[config.mk]
export PLATFORM = sky130hd
export DESIGN_NAME = uttc_top
export DESIGN_NICKNAME = d
export VERILOG_FILES = /design/src/logic/uttc_pkg.sv /design/src/logic/uttc_out_if.sv /design/src/logic/uttc_out_gate.sv /design/src/logic/uttc_top.sv
export SDC_FILE = /design/constraint.sdc
export NUM_CORES = 1
export LEC_CHECK = 0
export BUFFER_PORTS_ARGS = -buffer_cell sky130_fd_sc_hd__buf_2
export CELL_PAD_IN_SITES_DETAIL_PLACEMENT = 1
export CELL_PAD_IN_SITES_GLOBAL_PLACEMENT = 2
export CORE_MARGIN = 1
export CORE_UTILIZATION = 36
export CTS_BUF_LIST = sky130_fd_sc_hd__clkbuf_2
export CTS_CLUSTER_SIZE = 30
export DETAILED_ROUTE_END_ITERATION = 12
export PLACE_DENSITY_LB_ADDON = 0.25
export SLEW_MARGIN = 20
export SYNTH_ARGS = -nofsm -noshare
export SYNTH_HDL_FRONTEND = slang
export SYNTH_SLANG_ARGS = --single-unit
[constraint.sdc]
create_clock -name clock_in -period 3.8 [get_ports clock_in]
set_clock_uncertainty 0.15 [all_clocks]
set_input_delay 0.19 -clock clock_in [delete_from_list [all_inputs] [get_ports clock_in]]
set_output_delay 0.19 -clock clock_in [all_outputs]
set_load 0.1 [all_outputs]
[src/logic/uttc_pkg.sv]
// shared constants of the usb transfer tuning control block
// assumes a 32-bit register port with byte enables, offsets relative to the base address
package uttc_pkg;
    localparam logic [11:0] UTTC_TUNING_OFS     = 12'h06c;
    localparam int          UTTC_RING_OFF_BIT   = 1;
    localparam int          UTTC_EARLY_OFF_BIT  = 0;
    localparam logic [31:0] UTTC_TUNING_RESET   = 32'h0000_0000;
    localparam int          UTTC_LEN_W          = 11;
    localparam int          UTTC_LEVELS         = 6;
    // packet size from which each early-start level applies, largest first
    localparam logic [10:0] UTTC_WM_SIZE [UTTC_LEVELS] = '{11'h400, 11'h380, 11'h300, 11'h280, 11'h200, 11'h1c0};
    // early-start levels in bytes: 767, 639, 511, 383, 255, 191
    localparam logic [10:0] UTTC_WM_LEVEL[UTTC_LEVELS] = '{11'h2ff, 11'h27f, 11'h1ff, 11'h17f, 11'h0ff, 11'h0bf};
endpackage

[src/logic/uttc_out_if.sv]
// carrier between the tuning top and the out-packet start gate
// assumes one clock domain; all signals on clock_in
`timescale 1ns/1ns
`default_nettype none
interface uttc_out_if;
    logic                              early_on;
    logic [uttc_pkg::UTTC_LEN_W-1:0]   fetched;
    logic [uttc_pkg::UTTC_LEN_W-1:0]   pkt_size;
    logic                              start_ok;
    modport top  (output early_on, output fetched, output pkt_size, input start_ok);
    modport gate (input early_on, input fetched, input pkt_size, output start_ok);
endinterface
`default_nettype wire

[src/logic/uttc_out_gate.sv]
// decides when an out packet may start on the usb bus
// assumes fetched counts bytes of the current packet already taken from host memory
`timescale 1ns/1ns
`default_nettype none
module uttc_out_gate
(
    uttc_out_if.gate port_if
);
    import uttc_pkg::*;

    logic [UTTC_LEN_W-1:0] level;
    logic                  has_level;

    always_comb
    begin
        level     = port_if.pkt_size;
        has_level = 1'b0;
        // later matches override, so the largest qualifying size picks the level
        for (int i = UTTC_LEVELS - 1; i >= 0; i--)
        begin
            if (port_if.pkt_size >= UTTC_WM_SIZE[i])
            begin
                level     = UTTC_WM_LEVEL[i];
                has_level = 1'b1;
            end
        end
    end

    always_comb
    begin
        if (port_if.early_on && has_level)
        begin
            port_if.start_ok = (port_if.fetched >= level);
        end
        else
        begin
            // full packet in hand before sending, no underrun possible
            port_if.start_ok = (port_if.pkt_size != '0) && (port_if.fetched >= port_if.pkt_size);
        end
    end
endmodule // uttc_out_gate
`default_nettype wire

[src/logic/uttc_top.sv]
// tuning register and throughput gates of the usb host controller
// assumes a single-cycle register port behind the pci target and pulses from the buffer datapaths
`timescale 1ns/1ns
`default_nettype none
module uttc_top
(
    input  wire logic                            clock_in,
    input  wire logic                            resetn_in,
    input  wire logic                            tuning_strap_pin_in,
    input  wire logic                            reg_wr_in,
    input  wire logic                            reg_rd_in,
    input  wire logic [11:0]                     reg_addr_in,
    input  wire logic [3:0]                      reg_be_in,
    input  wire logic [31:0]                     reg_wdata_in,
    output logic      [31:0]                     reg_rdata_out,
    output logic                                 reg_hit_out,
    input  wire logic                            in_pkt_received_in,
    input  wire logic                            in_pkt_to_host_in,
    output logic                                 in_start_ok_out,
    input  wire logic [uttc_pkg::UTTC_LEN_W-1:0] out_fetched_in,
    input  wire logic [uttc_pkg::UTTC_LEN_W-1:0] out_pkt_size_in,
    output logic                                 out_start_ok_out,
    output logic                                 ring_buffer_off_out,
    output logic                                 early_start_off_out
);
    import uttc_pkg::*;

    typedef enum logic [1:0]
    {
        UTTC_SYNC  = 2'b00,
        UTTC_WAIT  = 2'b01,
        UTTC_LOAD  = 2'b11,
        UTTC_RUN   = 2'b10
    } uttc_state_t;

    uttc_state_t state_r;
    uttc_state_t state_nxt;
    logic        strap_meta_r;
    logic        strap_r;
    logic [31:0] tuning_r;
    logic [31:0] tuning_nxt;
    logic [31:0] tuning_view;
    logic        hit;
    logic        ring_off;
    logic        early_off;
    logic        in_pending_r;
    logic        load_default;
    logic        wr_open;
    logic        rd_hit;
    logic        wr_hit;

    uttc_out_if out_if ();

    // strap is a board pin, two stages before use
    always_ff @(posedge clock_in or negedge resetn_in)
    begin
        if (!resetn_in)
        begin
            strap_meta_r <= 1'b0;
            strap_r      <= 1'b0;
        end
        else
        begin
            strap_meta_r <= tuning_strap_pin_in;
            strap_r      <= strap_meta_r;
        end
    end

    // strap_r holds the pin only after the second edge, so the default loads on the third
    always_comb
    begin
        case (state_r)
            UTTC_SYNC: state_nxt = UTTC_WAIT;
            UTTC_WAIT: state_nxt = UTTC_LOAD;
            UTTC_LOAD: state_nxt = UTTC_RUN;
            UTTC_RUN:  state_nxt = UTTC_RUN;
            default:   state_nxt = UTTC_SYNC;
        endcase
    end

    always_ff @(posedge clock_in or negedge resetn_in)
    begin
        if (!resetn_in)
        begin
            state_r <= UTTC_SYNC;
        end
        else
        begin
            state_r <= state_nxt;
        end
    end

    // full 12-bit offset decode, no aliases of the tuning register
    assign hit          = (reg_addr_in == UTTC_TUNING_OFS);
    assign rd_hit       = reg_rd_in & hit;
    assign wr_hit       = reg_wr_in & hit;
    assign load_default = (state_r == UTTC_LOAD);
    // writes before the default load are dropped so the strap value is not lost
    assign wr_open      = (state_r == UTTC_RUN) & wr_hit;

    always_comb
    begin
        tuning_nxt = tuning_r;
        if (load_default)
        begin
            tuning_nxt[UTTC_RING_OFF_BIT]  = strap_r;
            tuning_nxt[UTTC_EARLY_OFF_BIT] = strap_r;
        end
        else if (wr_open)
        begin
            // reserved bits are stored as written; software keeps them at reset value
            for (int b = 0; b < 4; b++)
            begin
                if (reg_be_in[b])
                begin
                    tuning_nxt[b*8 +: 8] = reg_wdata_in[b*8 +: 8];
                end
            end
        end
    end

    always_ff @(posedge clock_in or negedge resetn_in)
    begin
        if (!resetn_in)
        begin
            tuning_r <= UTTC_TUNING_RESET;
        end
        else
        begin
            tuning_r <= tuning_nxt;
        end
    end

    assign ring_off  = tuning_r[UTTC_RING_OFF_BIT] | strap_r;
    assign early_off = tuning_r[UTTC_EARLY_OFF_BIT] | strap_r;

    // stored bits stay as written; the strap only masks what is seen
    always_comb
    begin
        tuning_view                     = tuning_r;
        tuning_view[UTTC_RING_OFF_BIT]  = ring_off;
        tuning_view[UTTC_EARLY_OFF_BIT] = early_off;
    end

    // acknowledge one cycle after any access to the tuning offset
    always_ff @(posedge clock_in or negedge resetn_in)
    begin
        if (!resetn_in)
        begin
            reg_hit_out <= 1'b0;
        end
        else
        begin
            reg_hit_out <= rd_hit | wr_hit;
        end
    end

    // registered read data; unmapped offsets and write cycles read zero
    always_ff @(posedge clock_in or negedge resetn_in)
    begin
        if (!resetn_in)
        begin
            reg_rdata_out <= 32'h0000_0000;
        end
        else
        begin
            reg_rdata_out <= rd_hit ? tuning_view : 32'h0000_0000;
        end
    end

    // an in packet stays pending until handed to host; a new arrival wins over the hand-over
    // one flag only: a second arrival before the hand-over is not counted
    always_ff @(posedge clock_in or negedge resetn_in)
    begin
        if (!resetn_in)
        begin
            in_pending_r <= 1'b0;
        end
        else if (in_pkt_received_in)
        begin
            in_pending_r <= 1'b1;
        end
        else if (in_pkt_to_host_in)
        begin
            in_pending_r <= 1'b0;
        end
    end

    // ring on: next in may start at once; off: wait for the previous packet to reach host
    always_comb
    begin
        if (ring_off)
        begin
            in_start_ok_out = !in_pending_r;
        end
        else
        begin
            in_start_ok_out = 1'b1;
        end
    end

    assign out_if.early_on = !early_off;
    assign out_if.fetched  = out_fetched_in;
    assign out_if.pkt_size = out_pkt_size_in;

    uttc_out_gate u_out_gate
    (
        .port_if (out_if.gate)
    );

    assign out_start_ok_out    = out_if.start_ok;
    assign ring_buffer_off_out = ring_off;
    assign early_start_off_out = early_off;
endmodule // uttc_top
`default_nettype wire

**Yosys cells after proc, flatten, opt, wreduce, memory -nomap -nowiden**

Cells that the tools add are included.

- Register bits: 70
- Input bits: 77
- Output and inout port bits: 37
- Word-level logic and storage cells: 66

- Magnitude comparators: 8
- Eq/ne operators: 4
- Multiplexer cells: 21
- Bitwise logic cells: 7
- Reductions and logical operators: 15

Operators with widths:

| cell | number |
|---|---|
| $mux W11 | 6 |
| $ge A11 B10 Y1 const B | 4 |
| $mux W32 | 1 |
| $ge A11 B11 Y1 | 2 |
| $eq A12 B7 Y1 const B | 1 |
| $reduce_and A3 Y1 | 4 |
| $ge A11 B11 Y1 const B | 1 |
| $ge A11 B9 Y1 const B | 1 |
| $reduce_bool A11 Y1 | 1 |
| $mux W1 | 10 |
| $mux W2 | 3 |
| $pmux W2 S3 | 1 |
| $reduce_bool A2 Y1 | 3 |
| $eq A2 B2 Y1 const B | 2 |
| $and A1 B1 Y1 | 3 |
| $or A1 B1 Y1 | 3 |
| $eq A2 B1 Y1 const B | 1 |
| $logic_and A1 B1 Y1 | 2 |
| $logic_not A1 Y1 | 2 |
| $logic_not A2 Y1 | 1 |
| $reduce_and A2 Y1 | 1 |
| $reduce_or A2 Y1 | 1 |
| $not A1 Y1 | 1 |

**Depth between registers and ports, before layout**

- Depth in word-level cells: 9
- Mapped depth: 10

**Cells and area by module**

Synthesis repeated with hierarchy kept, for this count alone.

- Cells, all modules: 252
- Area, all modules: 3143.0 µm²

Modules (own cells, without submodules):

| module | instances | cells each | area each (µm²) | sequential area each (µm²) |
|---|---|---|---|---|
| uttc_top | 1 | 163 | 2519.9 | 1751.7 |
| uttc_out_gate | 1 | 89 | 623.1 | 0.0 |

**Worst setup path after synthesis**

Ideal clock, no wire load.

- Path type: input -> output
- Start point: input out_pkt_size_in[10] (netlist name)
- End point: output out_start_ok_out
- Data arrival time: 2.435 ns
- Setup slack: 1.025 ns
- Cell stages on the path: 9
- Buffers on the path: 0
- Cell sequence: inv_1 > o211ai_1 > or2_2 > ha_1 > nand2b_1 > a31oi_1 > or3_1 > a211oi_1 > a31o_1

- Word-level cells in the longest chain between the ends: 9
- Elaborated cells on any way between the ends: 24
- Classes of those cells: order compare: 8; mux: 13; reduce/logical: 3

Ends and longest elaborated chain:

| item | RTL line | source |
|---|---|---|
| from (decl) | uttc_top.sv:21 | `input wire logic [uttc_pkg::UTTC_LEN_W-1:0] out_pkt_size_in,` |
| $ge A11 B9 Y1 | uttc_out_gate.sv:21 | `if (port_if.pkt_size >= UTTC_WM_SIZE[i])` |
| $mux W11 or $mux W1 (tied branches) (6 in a row) | uttc_out_gate.sv:21 |  |
| $ge A11 B11 Y1 or $logic_and A1 B1 Y1 (tied branches) | uttc_out_gate.sv:33, uttc_out_gate.sv:31 |  |
| $mux W1 (*) | uttc_out_gate.sv:31 | `if (port_if.early_on && has_level)` |
| to (decl) | uttc_top.sv:22 | `output logic out_start_ok_out,` |

Mark *: on every way between the ends. The rest lies on a longest branch, timed or not.

**Final worst setup path**

- Start point: input out_pkt_size_in[7] (netlist name)
- End point: output out_start_ok_out

Same word-level chain as after synthesis.

==> results.sh <==
export IMPL_post_cts_buffers=0
export IMPL_rsz0062_at_grt="false"
export IMPL_place_ws_ns=0.797
export IMPL_synth_edf_count=0
export IMPL_synth_fp_nets=348
export IMPL_hold_end="tuning_r[0]$_DFFE_PN0P_"
export IMPL_fp_dieH_um=97.7
export IMPL_yosys_register_bits=70
export IMPL_cp_end_kind="output port"
export IMPL_violations="DRC"
export IMPL_antenna_cells=0
export IMPL_outcome="complete, but fails checks"
export IMPL_numClockSinks=70
export IMPL_path_clk_slew_ns=0.18
export IMPL_ys_warn_count=0
export IMPL_slowest_delay_ns=0.49
export IMPL_crit_required_ns=3.46
export IMPL_antenna_found_initial=0
export IMPL_maxSlewHeadroom_pct=39.8
export IMPL_wire_per_inst_um=16.3
export IMPL_hpwl_um=5760
export IMPL_hp_start="reg_be_in[0]"
export IMPL_ir_worst_vdd_uv=194
export IMPL_wl_um=8890
export IMPL_ioPinCount=114
export IMPL_crit_top_cell="buf_2"
export IMPL_ys_types=37
export IMPL_hold_depth=4
export IMPL_cpMaxStageDelayCell="o211ai_1"
export IMPL_fin_hold_ws_ns=0.0680
export IMPL_synthTopCellsByArea="dfrtp_1 53%, mux2_4 14%, ha_1 8.3%"
export IMPL_rrSetupSlack_ns=1.54
export IMPL_p_total_mw=1.46
export IMPL_nets=532
export IMPL_die_width_um=97.7
export IMPL_rows=34
export IMPL_firstDrtPassIters=8
export IMPL_worst_pin_slew_ns=0.903
export IMPL_worst_path_max_fanout=7
export IMPL_final_min_clock_period_ns=2.94
export IMPL_syn_to_final_growth_pct=44.7
export IMPL_fillers=947
export IMPL_r2r_end="tuning_r[5]$_DFFE_PN0P_"
export IMPL_cts_root_buf="clkbuf_2"
export IMPL_cts_htree_levels=3
export IMPL_powerDensity_nw_per_um2=306
export IMPL_worstPathArrival_ns=2.60
export IMPL_maxSlewViolCount=0
export IMPL_start_util_pct=37.5
export IMPL_die_area_um2=9550
export IMPL_ff2ff_path_depth=5
export IMPL_synth_common_cells="70 x dfrtp_1, 32 x and3_1, 30 x mux2_4"
export IMPL_fmax_mhz=340
export IMPL_grt_overflow=0
export IMPL_power_leakage_nw=2.81
export IMPL_grt_use_total_pct=20.2
export IMPL_fin_crit_sh_pct=77.4
export IMPL_syn_area_um2=3300
export IMPL_syn_avg_cell_area_um2=13.2
export IMPL_ant_nets=0
export IMPL_critPathLaunchType="primary input"
export IMPL_min_path_type="primary input to register"
export IMPL_synth_top_area_share_pct=53.1
export IMPL_drive_gt1_share_pct=39.3
export IMPL_grt_pass1_vias=2928
export IMPL_cpLargestDelayFamily="compound AO/OA/AOI/OAI gates"
export IMPL_io_buffers=113
export IMPL_grt_pass1_wl_um=14900
export IMPL_grt_max_degree=71
export IMPL_hold_violations=0
export IMPL_vias=2642
export IMPL_synthFlopType="dfrtp_1"
export IMPL_cts_tree="done"
export IMPL_syn_inst=249
export IMPL_ys_seq_area_share_pct=53.1
export IMPL_cts_made_buffers=9
export IMPL_async_reset_ff_share_pct=100
export IMPL_finalWorstSetupSlack_ns=0.861
export IMPL_setup_tns_ns=0
export IMPL_place_congestion=0.771
export IMPL_core_area_um2=8810
export IMPL_critical_path_class="primary input to output port"
export IMPL_crit_chain="buf_2 > nand2_1 > o211ai_1 > nor2_1 > ha_1 > a21oi_1 > o21ai_0 > a2111oi_0 > a211oi_1 > a31o_1 > buf_2"
export IMPL_drtIter0Drc=51
export IMPL_setup_viol=0
export IMPL_yosysMostFrequentCell="dfrtp_1"
export IMPL_vias_per_cell=4.84
export IMPL_clock_path_buffers=2
export IMPL_clk_latency_ns=0.47
export IMPL_drc=10
export IMPL_drv_cap=0
export IMPL_reg2reg_from="state_r[0]$_DFF_PN0_"
export IMPL_worst_path_buf_inv=2
export IMPL_synth_top_area_cell="dfrtp_1"
## metrics by stage
| stage | std cells | util [%] | instance area [um2] |
|---|---|---|---|
| floorplan | 249 | - | 3300 |
| global placement | 463 | 45.0 | 3960 |
| detailed placement | 463 | 45.0 | 3960 |
| CTS | 546 | 54.2 | 4770 |
| global route | 546 | 54.2 | 4770 |
| finish | 546 | 54.2 | 4770 |
## where the power goes
part | internal [mW] | total [mW] | leakage (nW) | switching, mW
combinational | 0.0880 | 0.196 | 1.77 | 0.108
sequential | 0.750 | 0.751 | 0.961 | 0.00176
clock | 0.225 | 0.511 | 0.0827 | 0.286
## cell families after synthesis
logic type               after synthesis  share of synthesized area (%)
other                                  1                          0.114
buffers and inverters                 20                           2.77
multiplexers                          32                           14.3
AND/OR/NAND/NOR                       76                           15.9
adder cells (fa/ha/maj)               22                           8.35
flip-flops                            70                           53.1
XOR/XNOR                               1                          0.266
AO/OA/AOI/OAI                         27                           5.27
## cells in the final DEF, fill, tap and decap left out, types with 4 or more instances in the layout
master	n
dlygate4sd3_1	67
clkbuf_2	10
nor2_1	9
o21ai_0	5
or2_2	4
a21oi_1	7
and3_1	32
mux2_4	30
nand2_8	4
ha_1	22
nand2_1	6
nand2b_1	4
buf_2	112
inv_1	13
dfrtp_1	70
## state kept, by name, summed over array words and instances (netlist names)
| signal | count |
|---|---|
| reg_hit_out | 1 |
| strap_r | 1 |
| in_pending_r | 1 |
| reg_rdata_out | 32 |
| tuning_r | 32 |
| state_r | 2 |
| strap_meta_r | 1 |
## worst max-delay path by stage
stage,endpoint,cells past startpoint,from,slack (ns)
5_1_grt,out_start_ok_out,11,out_pkt_size_in[7],0.54
2_1_floorplan,out_start_ok_out,9,out_pkt_size_in[10],1.02
4_1_cts,out_start_ok_out,11,out_pkt_size_in[7],0.80
3_3_place_gp,out_start_ok_out,11,out_pkt_size_in[9],0.91
3_5_place_dp,out_start_ok_out,11,out_pkt_size_in[7],0.80
6_report,out_start_ok_out,11,out_pkt_size_in[7],0.86
## per-layer routing
| layer | global-route usage, % | vias up | routed length (um) |
|---|---|---|---|
| li1 | - | 1258 | - |
| met1 | 24.9 | 1310 | 3850 |
| met2 | 35.2 | 69 | 4590 |
| met3 | 5.18 | 5 | 401 |
| met4 | 5.01 | 0 | 47 |
| met5 | 0 | - | 0 |
## worst min-delay path, cell delays in order
cell and delay (ns):
buf_2 0.13, nand2_8 0.10, mux2i_1 0.16, a21oi_1 0.08
## final cells by class
cell class	count	area [um2]	area share [%]
flip-flops and latches	70	1750	36.7
multi-input cells	159	1460	30.5
repair buffers	180	1240	26.0
well taps	108	135	2.83
clock inverters	6	93.8	1.97
clock buffers	10	50.0	1.05
inverters	13	48.8	1.02
## repair_timing
action,CTS,global route
gates resized for setup,0,0
hold buffers,67,0
setup endpoints to repair,0,0
hold endpoints to repair,105,0
(Power assumes the default switching activity.)
